===== src/core/opsq_pkg.sv =====
// opsq_pkg: offsets, reset values, fields and oscillator counts for the
// output driver power sequencer.
// assumes the oscillator tick arrives as a pin level at about 8.2 MHz.
package opsq_pkg;
	// register numbers within a page
	localparam logic [7:0] ADDR_PAGE = 8'h00;
	localparam logic [7:0] ADDR_SPK = 8'h20;
	localparam logic [7:0] ADDR_POP = 8'h21;
	localparam logic [7:0] ADDR_RAMP = 8'h22;
	localparam logic [7:0] PAGE_ONE = 8'h01;
	// reset values
	localparam logic [7:0] RST_PAGE = 8'h00;
	localparam logic [7:0] RST_SPK = 8'h06;
	localparam logic [7:0] RST_POP = 8'h3e;
	localparam logic [7:0] RST_RAMP = 8'h00;
	// field positions
	localparam int SPK_EN_BIT = 7;
	localparam int SPK_SHORT_BIT = 0;
	localparam int POP_ORDER_BIT = 7;
	localparam int POP_PWRON_LSB = 3;
	localparam int POP_STEP_LSB = 1;
	localparam int POP_CM_BIT = 0;
	localparam int RAMP_WAIT_LSB = 4;
	// oscillator counts
	localparam int CW = 26;
	localparam real OSC_MHZ = 8.2;
	function automatic logic [CW-1:0] us2osc(input real us);
		return CW'(int'(us * OSC_MHZ));
	endfunction
	// power-on times; reserved codes fall back to the longest time
	localparam logic [CW-1:0] PWRON_CYC [16] = '{
		us2osc(0.0), us2osc(15.3), us2osc(15.3), us2osc(1530.0),
		us2osc(15300.0), us2osc(76200.0), us2osc(153000.0),
		us2osc(304000.0), us2osc(610000.0), us2osc(1220000.0),
		us2osc(3040000.0), us2osc(6100000.0), us2osc(6100000.0),
		us2osc(6100000.0), us2osc(6100000.0), us2osc(6100000.0)};
	localparam logic [CW-1:0] STEP_CYC [4] = '{
		us2osc(0.0), us2osc(980.0), us2osc(1950.0), us2osc(3900.0)};
	localparam logic [CW-1:0] WAIT_CYC [8] = '{
		us2osc(0.0), us2osc(3040.0), us2osc(7620.0), us2osc(12200.0),
		us2osc(15300.0), us2osc(19800.0), us2osc(24400.0),
		us2osc(30500.0)};
endpackage


===== src/core/opsq_osc_timer.sv =====
// opsq_osc_timer: down counter that advances on oscillator ticks only.
// assumes tick is a one-cycle pulse already synchronised to clk.
`timescale 1ns/100ps
module opsq_osc_timer #(
	parameter int CW = 26
) (
	// clock and reset
	input wire logic clk,
	input wire logic srst,
	// control
	input wire logic load,
	input wire logic [CW-1:0] loadValue,
	input wire logic tick,
	// status
	output logic done
);
	typedef struct packed {
		logic [CW-1:0] cnt;
		logic fresh;
	} opsq_tmr_t;
	opsq_tmr_t st_q;
	opsq_tmr_t st_d;

	always_comb
	begin
		st_d = st_q;
		st_d.fresh = 1'b0;
		if (load)
		begin
			st_d.cnt = loadValue;
			st_d.fresh = 1'b1;
		end
		else if (tick && st_q.cnt != '0)
			st_d.cnt = st_q.cnt - 1'b1;
	end

	always_ff @(posedge clk)
	begin
		if (srst)
			st_q <= '0;
		else
			st_q <= st_d;
	end

	// fresh holds done low in the cycle after a load, even when zero is loaded
	assign done = (st_q.cnt == '0) && !st_q.fresh;
endmodule // opsq_osc_timer


===== src/core/opsq_sequencer.sv =====
// opsq_sequencer: page-1 speaker control registers and the class-D
// speaker power sequence, with DAC power-down ordering.
// assumes a byte register port driven from clk, pins from other domains.
`timescale 1ns/100ps
module opsq_sequencer #(
	parameter int GAIN_STEPS = 8,
	parameter int unsigned TIME_SHIFT = 0
) (
	// clock and reset
	input wire logic clk,
	input wire logic srst,
	// register port
	input wire logic regWrEn,
	input wire logic regRdEn,
	input wire logic [7:0] regAddr,
	input wire logic [7:0] regWrData,
	output logic [7:0] regRdData,
	output logic regRdValid,
	// pins from other domains
	input wire logic oscClkPin,
	input wire logic speakerShortPin,
	// power-down context
	input wire logic swPowerDown,
	input wire logic headphoneAmpsOff,
	// driver controls
	output logic speakerAmpPowered,
	output logic [$clog2(GAIN_STEPS+1)-1:0] speakerAmpGain,
	output logic speakerAmpReady,
	output logic dacPowerDown,
	output logic cmDividerEn
);
	localparam int GW = $clog2(GAIN_STEPS + 1);
	localparam logic [GW-1:0] GAIN_MAX = GW'(GAIN_STEPS);

	typedef enum logic [5:0] {
		ST_IDLE = 6'h01,
		ST_PWRON = 6'h02,
		ST_RAMP = 6'h04,
		ST_WAIT = 6'h08,
		ST_ON = 6'h10,
		ST_RAMPDN = 6'h20
	} opsq_state_t;

	typedef struct packed {
		logic [7:0] page;
		logic [7:0] spk;
		logic [7:0] pop;
		logic [7:0] ramp;
		logic [2:0] oscSync;
		logic [2:0] shortSync;
		logic oscLevel;
		logic shortLevel;
		opsq_state_t state;
		logic [GW-1:0] gain;
		logic powered;
		logic ready;
		logic dacOff;
		logic cmDiv;
		logic [7:0] rdData;
		logic rdValid;
	} opsq_seq_t;

	opsq_seq_t st_q;
	opsq_seq_t st_d;
	logic oscTick;
	logic tmrLoad;
	logic [opsq_pkg::CW-1:0] tmrValue;
	logic tmrDone;
	logic pageOne;
	logic [3:0] pwronCode;
	logic [1:0] stepCode;
	logic [2:0] waitCode;
	logic shortLive;

	opsq_osc_timer #(.CW(opsq_pkg::CW)) u_timer (
		.clk(clk),
		.srst(srst),
		.load(tmrLoad),
		.loadValue(tmrValue),
		.tick(oscTick),
		.done(tmrDone)
	);

	assign pwronCode = st_q.pop[opsq_pkg::POP_PWRON_LSB +: 4];
	assign stepCode = st_q.pop[opsq_pkg::POP_STEP_LSB +: 2];
	assign waitCode = st_q.ramp[opsq_pkg::RAMP_WAIT_LSB +: 3];
	assign pageOne = (st_q.page == opsq_pkg::PAGE_ONE);
	assign shortLive = st_q.shortLevel && st_q.powered;
	assign oscTick = (st_q.oscSync[2] == st_q.oscSync[1])
		&& st_q.oscSync[1] && !st_q.oscLevel;

	always_comb
	begin
		st_d = st_q;
		tmrLoad = 1'b0;
		tmrValue = '0;
		st_d.rdValid = 1'b0;
		// three-stage sync; a change counts once stages 2 and 3 agree
		st_d.oscSync = {st_q.oscSync[1:0], oscClkPin};
		st_d.shortSync = {st_q.shortSync[1:0], speakerShortPin};
		if (st_q.oscSync[2] == st_q.oscSync[1])
			st_d.oscLevel = st_q.oscSync[1];
		if (st_q.shortSync[2] == st_q.shortSync[1])
			st_d.shortLevel = st_q.shortSync[1];

		// register writes; reserved bits are stored as written
		if (regWrEn)
		begin
			if (regAddr == opsq_pkg::ADDR_PAGE)
				st_d.page = regWrData;
			else if (pageOne)
			begin
				case (regAddr)
					opsq_pkg::ADDR_SPK:
						st_d.spk = {regWrData[7:1], 1'b0};
					opsq_pkg::ADDR_POP:
						st_d.pop = regWrData;
					opsq_pkg::ADDR_RAMP:
						st_d.ramp = regWrData;
					default:
						st_d.page = st_q.page;
				endcase
			end
		end

		// register reads, answered next cycle; unmapped reads as zero
		if (regRdEn)
		begin
			st_d.rdValid = 1'b1;
			st_d.rdData = 8'h00;
			if (regAddr == opsq_pkg::ADDR_PAGE)
				st_d.rdData = st_q.page;
			else if (pageOne)
			begin
				case (regAddr)
					opsq_pkg::ADDR_SPK:
						st_d.rdData = {st_q.spk[7:1], shortLive};
					opsq_pkg::ADDR_POP:
						st_d.rdData = st_q.pop;
					opsq_pkg::ADDR_RAMP:
						st_d.rdData = st_q.ramp;
					default:
						st_d.rdData = 8'h00;
				endcase
			end
		end

		case (st_q.state)
			ST_IDLE:
			begin
				st_d.gain = '0;
				if (st_q.spk[opsq_pkg::SPK_EN_BIT])
				begin
					st_d.powered = 1'b1;
					st_d.state = ST_PWRON;
					tmrLoad = 1'b1;
					tmrValue = opsq_pkg::PWRON_CYC[pwronCode] >> TIME_SHIFT;
				end
			end
			ST_PWRON:
			begin
				if (tmrDone)
				begin
					st_d.state = ST_RAMP;
					tmrLoad = 1'b1;
					tmrValue = opsq_pkg::STEP_CYC[stepCode] >> TIME_SHIFT;
				end
			end
			ST_RAMP:
			begin
				if (tmrDone)
				begin
					tmrLoad = 1'b1;
					if (st_q.gain == GAIN_MAX)
					begin
						st_d.state = ST_WAIT;
						tmrValue = opsq_pkg::WAIT_CYC[waitCode] >> TIME_SHIFT;
					end
					else
					begin
						st_d.gain = st_q.gain + 1'b1;
						tmrValue = opsq_pkg::STEP_CYC[stepCode] >> TIME_SHIFT;
					end
				end
			end
			ST_WAIT:
			begin
				if (tmrDone)
				begin
					st_d.state = ST_ON;
					st_d.ready = 1'b1;
				end
			end
			ST_ON:
				st_d.ready = 1'b1;
			ST_RAMPDN:
			begin
				// a re-enable waits until the ramp-down has finished
				if (tmrDone)
				begin
					if (st_q.gain == '0)
					begin
						st_d.state = ST_IDLE;
						st_d.powered = 1'b0;
					end
					else
					begin
						st_d.gain = st_q.gain - 1'b1;
						tmrLoad = 1'b1;
						tmrValue = opsq_pkg::STEP_CYC[stepCode] >> TIME_SHIFT;
					end
				end
			end
			default:
			begin
				st_d.state = ST_IDLE;
				st_d.powered = 1'b0;
				st_d.ready = 1'b0;
			end
		endcase

		if (!st_q.spk[opsq_pkg::SPK_EN_BIT] && st_q.state != ST_IDLE
			&& st_q.state != ST_RAMPDN)
		begin
			st_d.state = ST_RAMPDN;
			st_d.ready = 1'b0;
			tmrLoad = 1'b1;
			tmrValue = opsq_pkg::STEP_CYC[stepCode] >> TIME_SHIFT;
		end

		if (st_q.pop[opsq_pkg::POP_ORDER_BIT])
			st_d.dacOff = swPowerDown && headphoneAmpsOff && !st_q.powered;
		else
			st_d.dacOff = swPowerDown;

		// divider common-mode when bit is 0
		st_d.cmDiv = !st_q.pop[opsq_pkg::POP_CM_BIT];
	end

	always_ff @(posedge clk)
	begin
		if (srst)
		begin
			st_q <= '0;
			st_q.page <= opsq_pkg::RST_PAGE;
			st_q.spk <= opsq_pkg::RST_SPK;
			st_q.pop <= opsq_pkg::RST_POP;
			st_q.ramp <= opsq_pkg::RST_RAMP;
			st_q.state <= ST_IDLE;
		end
		else
			st_q <= st_d;
	end

	assign regRdData = st_q.rdData;
	assign regRdValid = st_q.rdValid;
	assign speakerAmpPowered = st_q.powered;
	assign speakerAmpGain = st_q.gain;
	assign speakerAmpReady = st_q.ready;
	assign dacPowerDown = st_q.dacOff;
	assign cmDividerEn = st_q.cmDiv;
endmodule // opsq_sequencer


===== config.mk =====
export PLATFORM = sky130hd
export DESIGN_NAME = opsq_sequencer
export DESIGN_NICKNAME = d
export VERILOG_FILES = /design/src/core/opsq_pkg.sv /design/src/core/opsq_osc_timer.sv /design/src/core/opsq_sequencer.sv
export SDC_FILE = /design/constraint.sdc
export NUM_CORES = 1
export LEC_CHECK = 0
export BUFFER_PORTS_ARGS = -buffer_cell sky130_fd_sc_hd__buf_4
export CORE_MARGIN = 4
export CORE_UTILIZATION = 52
export CTS_BUF_LIST = sky130_fd_sc_hd__clkbuf_8
export CTS_CLUSTER_SIZE = 14
export DETAILED_ROUTE_END_ITERATION = 8
export PLACE_DENSITY = 0.73
export SLEW_MARGIN = 40
export SYNTH_ARGS = -nofsm -noshare
export SYNTH_HDL_FRONTEND = slang
export SYNTH_SLANG_ARGS = --single-unit

===== constraint.sdc =====
create_clock -name clk -period 2.3 [get_ports clk]
set_clock_uncertainty 0.1 [all_clocks]
set_input_delay 0.23 -clock clk [delete_from_list [all_inputs] [get_ports clk]]
set_output_delay 0.23 -clock clk [all_outputs]
set_load 0.02 [all_outputs]

==> results of run 1 <==
## sequential cells by signal, summed over array words and instances, names as in the netlist
register	count
cmDividerEn	1
dacPowerDown	1
pwronCode	4
regRdData	8
regRdValid	1
speakerAmpGain	4
speakerAmpPowered	1
speakerAmpReady	1
st_d	4
st_q	37
u_timer.st_q	27
## cell usage in the layout, fill, tap and decap left out, types with 22 or more instances in the layout
master and count:
nand3_1 25, o21ai_0 41, mux2i_1 23, nor3_1 32, inv_1 22, nand2_1 60, a21oi_1 70, dfxtp_1 82
buf_4 141, nor2_1 90
## kinds of logic after synthesis
logic type | Yosys count | share of synthesized area [%]
AO/OA/AOI/OAI | 212 | 23.1
AND/OR/NAND/NOR | 313 | 28.0
buffers and inverters | 84 | 7.12
multiplexers | 24 | 4.22
adder cells (fa/ha/maj) | 22 | 4.94
XOR/XNOR | 10 | 1.53
flip-flops | 89 | 31.1
## worst max-delay path, stage by stage (launching register included)
cell     delay (ps)
dfxtp_2         350
nor4_4          340
nand2_2         140
o31a_1          350
or4_4           560
buf_6           160
o21a_1           90
o22ai_1         110
a21oi_1          90
## stage by stage
| step | util, % | setup WS (ps) | std cells | area, um2 |
|---|---|---|---|---|
| 4_1_cts | 66.3 | -101 | 1005 | 7150 |
| 3_3_place_gp | 62.0 | -337 | 972 | 6700 |
| 3_5_place_dp | 62.0 | -367 | 972 | 6700 |
| 6_report | 67.8 | -135 | 1007 | 7320 |
| 5_1_grt | 67.8 | -212 | 1007 | 7320 |
| 2_1_floorplan | - | -98.4 | 754 | 5770 |
## worst min-delay path by stage
stage                 startpoint     endpoint  cells after the start
floorplan           regWrData[1]     st_q[40]                      1
global placement        st_d[26]     st_d[27]                      1
detailed placement      st_q[39]  cmDividerEn                      1
CTS                 regWrData[0]     st_q[31]                      3
global route        regWrData[0]     st_q[39]                      3
finish              regWrData[0]     st_q[31]                      3
## power by group
part | total [mW] | leakage (nW) | internal, mW | switching, mW
Sequential | 1.91 | 0.727 | 1.73 | 0.181
Clock | 1.04 | 0.0905 | 0.425 | 0.617
Combinational | 4.66 | 2.20 | 2.18 | 2.48
Total | 7.62 | 3.01 | 4.34 | 3.28
## per-layer routing
metal,vias up,wire length [um],part of all wire (%)
met1,2923,7270,41
met2,267,8560,48
met3,51,1340,7.6
met5,-,0,0
li1,2920,-,-
met4,0,542,3.1
## what timing repair did
item                                   4_1_cts  5_1_grt
resized for setup                           39       43
setup endpoints to repair                   31       34
endpoints found under the hold margin        8        0
buffers inserted                             9        3
hold buffers                                 8        0
pin swaps                                   27       15
gates cloned                                 1        1
## final cells by class
type                       count  area, um2
tap                          140        175
inverter                      22       85.1
multi-input combinational    582       3840
sequential                    89       1790
clock inverter                 6       41.3
timing repair buffer         158       1250
clock buffer                  10        138
fill                         888       3470
==> impl_metrics.py, run 1 <==
metrics = {
    "run_status": {
        "status": "complete, but fails checks",
        "violations": "setup timing",
    },
    "logic_synthesis": {
        "syn_inst": 754,
        "synthArstFlopShare_pct": 0,
        "synth-main-ff-cell": "dfxtp_1",
        "syn_nets": 800,
        "synth_seq_area_share_pct": 31.1,
        "synth_area_leader_cell": "dfxtp_1",
        "postSynthAreaPerCell_um2": 7.59,
        "yosysWarnings": 0,
        "ys_ff_latch": 89,
        "syn_area_um2": 5730,
        "synth_edf_count": 0,
        "synth_commonest_cells": "nor2_1, dfxtp_1, a21oi_1",
        "synth.top_cell.area_share_pct": 31.1,
        "synth.most_common_cell": "nor2_1",
        "synth_area_leaders": "dfxtp_1, a21oi_1, nor2_1",
        "ys_types": 68,
    },
    "critical_path": {
        "worstSetupEndpointType": "register",
        "critPathKind": "reg2reg",
        "ff2ff_path_depth": 8,
        "critPathCapture": "u_timer.st_q[8]",
        "start_kind": "register",
        "r2r_slack_ps": -130,
        "required_ps": 2440,
        "arrival_ps": 2580,
        "reg2reg_to": "u_timer.st_q[8]",
        "worstPathMaxFanout": 6,
        "startpoint": "u_timer.st_q[9]",
        "regToRegStartpoint": "u_timer.st_q[9]",
    },
    "routing": {
        "detail-route-antenna-nets": 0,
        "drc": 0,
        "drt_wl_total_um": 17700,
        "viasPerCell": 6.12,
        "via_count": 6161,
        "wl_per_cell_um": 17.6,
        "drt_iter0_drc": 615,
        "dr.pass1.iters": 5,
    },
    "final_layout": {
        "drive_gt1_share_pct": 28.1,
        "fin_nets": 908,
        "diodes": 0,
        "area_growth_pct": 27.9,
    },
    "global_route": {
        "grt_max_degree": 60,
        "gr-usage-all-layers_pct": 27.7,
        "met3_usage_pct": 5.35,
        "grt_pass1_wl_um": 28900,
        "use_met2_pct": 46.2,
        "top_usage_layer": "met2",
        "grt_pass1_vias": 5963,
        "grt_remaining_overflow": 0,
        "antenna_found_initial": 0,
        "gr-usage-met1_pct": 35.1,
    },
    "worst_hold_path": {
        "min_path_type": "in2reg",
    },
    "timing": {
        "finalSetupViolCount": 31,
        "worst_slew_margin_rel_pct": 55.5,
        "fin_crit_sh_pct": 106,
        "setup_tns_ps": -2020,
        "slew_viol_final": 0,
        "fin_crit_ps": 2430,
        "hold_viol_final": 0,
        "fin_ws_ps": -135,
        "timing.fmax_ghz": 0.411,
        "worst_pin_slew_ps": 667,
        "whs_ps": 19.6,
        "rsz0062_at_grt": "true",
    },
    "floorplanning": {
        "die_h_um": 113,
        "design.portCount": 41,
        "dieWidth_um": 113,
        "row_count": 38,
        "die_area_um2": 12800,
        "initial_core_util_pct": 53.0,
        "core_um2": 10800,
    },
    "cts": {
        "ctsLongestPathBuffers": 2,
        "cts.sink_count": 89,
        "h-tree-depth": 3,
        "cts_buffers": 9,
        "clk_latency_ps": 380,
        "tritoncts": "built",
        "path_clk_slew_ps": 100,
        "root_buffer": "clkbuf_8",
    },
    "pwr": {
        "ir_worst_vdd_v": 0.000526,
        "p_leak_nw": 3.01,
        "power_density_nw_per_um2": 1040,
        "power_mw": 7.62,
    },
    "placed_design": {
        "hpwl_um": 12800,
        "port_buffers": 40,
        "place_congestion": 0.959,
    },
    "run": {
        "maxCapViolCount": 0,
    },
}
(Power assumes the default switching activity.)
==> inputs of run 2 (changes only) <==
--- a/config.mk
+++ b/config.mk
@@ -8,9 +8,8 @@
 export BUFFER_PORTS_ARGS = -buffer_cell sky130_fd_sc_hd__buf_4
 export CORE_MARGIN = 4
-export CORE_UTILIZATION = 52
+export CORE_UTILIZATION = 35
 export CTS_BUF_LIST = sky130_fd_sc_hd__clkbuf_8
 export CTS_CLUSTER_SIZE = 14
 export DETAILED_ROUTE_END_ITERATION = 8
-export PLACE_DENSITY = 0.73
 export SLEW_MARGIN = 40
 export SYNTH_ARGS = -nofsm -noshare
==> constraint.sdc (replaced) <==
create_clock -name clk -period 2.3 [get_ports clk]
set_clock_uncertainty 0.1 [all_clocks]
set_input_delay 0.46 -clock clk [delete_from_list [all_inputs] [get_ports clk]]
set_output_delay 0.46 -clock clk [all_outputs]
set_load 0.02 [all_outputs]
==> run 2 against run 1 <==
Effect of this change:
- the flow still finishes with violations (setup timing)
- worst hold slack improved by 170 ps
- clock-buffer cell count is 1 lower
- global-route usage decreased by 8.8 points
- die area is 45% higher
- core utilization fell by 20 points
- sequential share of layout area is 0.77 points lower
- sequential power barely moved
- critical path depth rose by 2
- first-iteration DRC count down 11%
- total power grew 4.6%
- maximum frequency fell by 0.65%
==> impl_metrics.py, run 2 (synthesis gave the netlist of run 1 again) <==
metrics = {
    "run_status": {
        "status": "complete, but fails checks",
        "violations": "setup timing",
    },
    "critical_path": {
        "worstPathMaxFanout": 7,
        "ff2ff_path_depth": 10,
        "critPathKind": "reg2reg",
        "r2r_slack_ps": -150,
        "required_ps": 2450,
        "worstSetupEndpointType": "register",
        "cp_top_family": "simple AND/OR/NAND/NOR gates",
        "path_depth": 10,
        "path_cells": "nor4_4 > nand3_2 > buf_4 > o31a_1 > or4_4 > buf_6 > buf_12 > o21a_1 > nor2_1 > nor3_1",
        "arrival_ps": 2600,
        "critPathCapture": "u_timer.st_q[19]",
        "start_kind": "register",
        "regToRegStartpoint": "u_timer.st_q[19]",
        "crit_slowest_cell": "or4_4",
        "startpoint": "u_timer.st_q[19]",
        "critPathBufInv": 3,
        "slowest_delay_ps": 500,
        "reg2reg_to": "u_timer.st_q[19]",
    },
    "timing": {
        "timing.fmax_ghz": 0.408,
        "fin_ws_ps": -151,
        "fin_crit_ps": 2450,
        "rsz0062_at_grt": "true",
        "setup_tns_ps": -2930,
        "worst_pin_slew_ps": 640,
        "worst_slew_margin_rel_pct": 57.3,
        "fin_crit_sh_pct": 107,
        "slew_viol_final": 0,
        "finalSetupViolCount": 34,
        "hold_viol_final": 0,
    },
    "floorplanning": {
        "dieWidth_um": 136,
        "die_h_um": 136,
        "initial_core_util_pct": 35.9,
        "core_um2": 15900,
        "design.portCount": 41,
        "row_count": 46,
        "die_area_um2": 18500,
    },
    "global_route": {
        "grt_remaining_overflow": 0,
        "grt_pass1_wl_um": 28300,
        "grt_max_degree": 56,
        "antenna_found_initial": 0,
        "grt_pass1_vias": 5670,
        "gr-usage-all-layers_pct": 18.8,
    },
    "routing": {
        "viasPerCell": 5.39,
        "dr.pass1.iters": 5,
        "drc": 0,
        "detail-route-antenna-nets": 0,
        "via_count": 5987,
        "drt_wl_total_um": 17500,
        "drt_iter0_drc": 549,
        "wl_per_cell_um": 15.7,
    },
    "final_layout": {
        "final_util_pct": 47.4,
        "largest_reg_flops": 37,
        "final_common_cell": "buf_4",
        "area_growth_pct": 32.1,
        "most-common-layout-cells": "buf_4, nor2_1, dfxtp_1",
        "diodes": 0,
        "fin_nets": 936,
        "largest_register": "st_q",
        "drive_gt1_share_pct": 29.3,
        "stdcell_count": 1111,
    },
    "cts": {
        "tritoncts": "built",
        "clk_latency_ps": 380,
        "cts.sink_count": 89,
        "cts_buffers": 9,
        "path_clk_slew_ps": 100,
        "ctsLongestPathBuffers": 2,
        "cts-hold-fix-buffers": 0,
        "h-tree-depth": 3,
        "root_buffer": "clkbuf_8",
    },
    "run": {
        "maxCapViolCount": 0,
    },
    "placed_design": {
        "post-place-cells": 1079,
        "hpwl_um": 12800,
        "port_buffers": 40,
        "place_congestion": 0.909,
    },
    "worst_hold_path": {
        "min_path_type": "in2reg",
    },
    "pwr": {
        "power_density_nw_per_um2": 1050,
        "p_leak_nw": 3.15,
        "ir_worst_vdd_v": 0.000403,
    },
}
run 2: changes by cell type in the layout (fill, tap and decap cells not counted), sizes merged:
| cell | before | now |
|---|---|---|
| dlygate4sd3 | 8 | 0 |
| clkbuf | 10 | 9 |
| clkinvlp | 2 | 0 |
| inv | 25 | 27 |
| buf | 150 | 186 |
| bufinv | 0 | 1 |
run 2: area by class of cell:
| class | count | area [um2] |
|---|---|---|
| multi-input combinational | 582 | 3720 |
| clock inverter | 7 | 92.6 |
| clock buffer | 9 | 124 |
| tap | 216 | 270 |
| timing repair buffer | 186 | 1480 |
| sequential | 89 | 1790 |
| fill | 1582 | 8380 |
| inverter | 22 | 82.6 |
run 2: how the worst min path moves through the flow:
| stage | startpoint | end | cells after the start |
|---|---|---|---|
| 3_3_place_gp | st_d[29] | st_d[30] | 1 |
| 3_5_place_dp | st_d[29] | st_d[30] | 1 |
| 6_report | speakerShortPin | st_d[26] | 2 |
| 5_1_grt | oscClkPin | st_d[29] | 2 |
| 4_1_cts | speakerShortPin | st_d[26] | 2 |
| 2_1_floorplan | st_q[39] | cmDividerEn | 1 |
run 2: report_power, final:
part           switching [mW]  leakage, nW  internal (mW)  total [mW]
combinational            2.41         2.31           2.46        4.87
clock                   0.667        0.110          0.535        1.20
sequential              0.157        0.729           1.73        1.89
run 2: through the flow:
step	setup slack, ps	hold WS [ps]	area [um2]	power [mW]
finish	-151	185	7560	7.97
global placement	-241	327	7060	6.14
CTS	-109	175	7410	7.60
floorplan	-98.4	313	5770	4.34
global route	-295	190	7560	8.47
detailed placement	-227	324	7060	6.16
run 2: per-layer routing:
| layer | routed length [um] | share of wire (%) | up-vias | GRT usage, % |
|---|---|---|---|---|
| met2 | 7980 | 46 | 195 | 30.4 |
| met4 | 450 | 2.6 | 0 | 7.05 |
| met1 | 8100 | 46 | 2777 | 25.4 |
| met3 | 934 | 5.3 | 34 | 2.89 |
| li1 | - | - | 2981 | - |
| met5 | 0 | 0 | - | 0 |
run 2: what timing repair did:
item	CTS	global route
cloned	2	0
buffers inserted	9	6
endpoints found under the setup margin	36	38
pin swaps	13	10
gates resized for setup	20	27
==> inputs of run 3 (changes only) <==
- CAP_MARGIN: default -> 25
- CORE_UTILIZATION: 35 -> 56
- PLACE_DENSITY: default -> 0.78
==> run 3 against run 2 <==
Effect of this change:
- the run still ends with setup timing left
- total power increased by 1.8%
- combinational power increased by 1%
- highest routed layer is now met5
- global-route usage increased by 11 points
- sequential share of layout area increased by 0.53 points
- register-to-register slack improved by 30 ps
- worst hold slack improved by 19 ps
- first-iteration DRC count increased by 15%
- critical path depth decreased by 1
- final area decreased by 1.8%
==> impl_metrics.py, run 3 (synthesis gave the netlist of run 1 again) <==
metrics = {
    "pwr": {
        "power_mw": 8.11,
        "power.net_switching_mw": 3.29,
        "p_int_mw": 4.82,
        "power_frac_clock_pct": 15.4,
        "ir_worst_vdd_v": 0.000593,
        "seqPwrFrac_pct": 23.7,
        "swShare_pct": 40.6,
        "p_comb_share_pct": 60.9,
        "p_leak_nw": 3.09,
        "power_density_nw_per_um2": 1090,
    },
    "final_layout": {
        "largest_reg_flops": 37,
        "fillers": 728,
        "fin_nets": 922,
        "area_growth_pct": 29.7,
        "most-common-layout-cells": "buf_4, nor2_1, dfxtp_1",
        "final_common_cell": "buf_4",
        "final_util_pct": 75.3,
        "multi_input_area_um2": 3790,
        "drive_gt1_share_pct": 30.3,
        "regArea_um2": 1800,
        "largest_register": "st_q",
        "diodes": 0,
        "fin_area_um2": 7430,
        "stdcell_count": 1014,
    },
    "critical_path": {
        "critPathKind": "reg2reg",
        "required_ps": 2450,
        "worstPathMaxFanout": 7,
        "arrival_ps": 2570,
        "r2r_slack_ps": -120,
        "start_kind": "register",
        "worstSetupEndpointType": "register",
    },
    "cts": {
        "root_buffer": "clkbuf_8",
        "clk_latency_ps": 370,
        "tritoncts": "built",
        "ctsLongestPathBuffers": 2,
        "cts_buffers": 9,
        "h-tree-depth": 3,
        "path_clk_slew_ps": 90,
        "cts.sink_count": 89,
    },
    "timing": {
        "worst_slew_margin_rel_pct": 56.8,
        "hold_viol_final": 0,
        "whs_ps": 204,
        "worst_pin_slew_ps": 648,
        "timing.fmax_ghz": 0.414,
        "fin_crit_sh_pct": 105,
        "slew_viol_final": 0,
        "rsz0062_at_grt": "true",
        "finalSetupViolCount": 33,
        "fin_crit_ps": 2420,
        "setup_tns_ps": -1900,
        "fin_ws_ps": -117,
    },
    "routing": {
        "viasPerCell": 6.06,
        "via_count": 6149,
        "drc": 0,
        "dr.pass1.iters": 6,
        "drt_wl_total_um": 17300,
        "detail-route-antenna-nets": 0,
        "wl_per_cell_um": 17.1,
        "drt_iter0_drc": 629,
    },
    "worst_hold_path": {
        "min_path_type": "in2reg",
    },
    "floorplanning": {
        "row_count": 36,
        "dieWidth_um": 109,
        "initial_core_util_pct": 58.0,
        "core_um2": 9860,
        "die_h_um": 109,
        "design.portCount": 41,
        "die_area_um2": 11900,
    },
    "placed_design": {
        "placed_area_um2": 6760,
        "pre_cts_ws_ps": -237,
        "port_buffers": 40,
        "hpwl_um": 12600,
        "place_congestion": 0.969,
        "post-place-cells": 977,
    },
    "global_route": {
        "grt_remaining_overflow": 0,
        "grt_pass1_wl_um": 28400,
        "grt_pass1_vias": 5794,
        "grt_max_degree": 44,
        "gr-usage-all-layers_pct": 30.2,
        "antenna_found_initial": 0,
    },
    "run": {
        "maxCapViolCount": 0,
    },
    "run_status": {
        "status": "complete, but fails checks",
        "violations": "setup timing",
    },
}
==> run 3: cell count changes in the layout (fill, tap and decap cells not counted), sizes merged <==
cell,before,now
clkinv,1,2
or3,8,7
clkbuf,9,10
buf,186,173
bufinv,1,2
clkinvlp,0,1
inv,27,23
==> run 3: timing repair <==
action / 4_1_cts / 5_1_grt
resized for setup: 35 / 47
hold buffers: 0 / 0
pin swaps: 22 / 17
cloned: 2 / 0
buffers inserted: 10 / 9
endpoints found under the setup margin: 31 / 36
==> run 3: worst paths after layout <==
| path | start | endpoint | depth (start not counted) |
|---|---|---|---|
| min reg2reg | st_d[26] | st_d[27] | 1 |
| max | speakerAmpGain[3] | u_timer.st_q[19] | 9 |
| max reg2reg | speakerAmpGain[3] | u_timer.st_q[19] | 9 |
| min | speakerShortPin | st_d[26] | 2 |
==> run 3: power groups by stage <==
stage / combinational, mW / sequential, mW / clock [mW]
6_report: 4.94 / 1.93 / 1.25
5_1_grt: 5.29 / 1.95 / 1.32
4_1_cts: 4.37 / 1.90 / 1.25
3_5_place_dp: 3.91 / 1.93 / 0
2_1_floorplan: 2.38 / 1.96 / 0
3_3_place_gp: 3.82 / 1.92 / 0
==> run 3: worst max-delay path, cell delays in order (launching register included) <==
cell and delay (ps):
dfxtp_2 330, or4_4 540, a32oi_2 280, nor3_2 90, or4_4 450, buf_8 160
buf_6 120, o21a_1 100, nor2_1 80, nor3_1 50
==> run 3: cell type report <==
type                            count  area share, %
Clock buffer                       10           1.85
Clock inverter                      6           1.21
Inverter                           22           1.11
Multi-Input combinational cell    581           51.1
Tap cell                          133           2.24
Timing Repair Buffer              173           18.3
Sequential cell                    89           24.2
==> run 3: routing by layer <==
| layer | global-route usage, % | vias up | part of all wire, % |
|---|---|---|---|
| li1 | - | 2951 | - |
| met1 | 39.4 | 2922 | 43 |
| met2 | 50.3 | 233 | 48 |
| met3 | 4.44 | 41 | 6.4 |
| met4 | 10.7 | 2 | 2.3 |
| met5 | 2.68 | - | 0.21 |
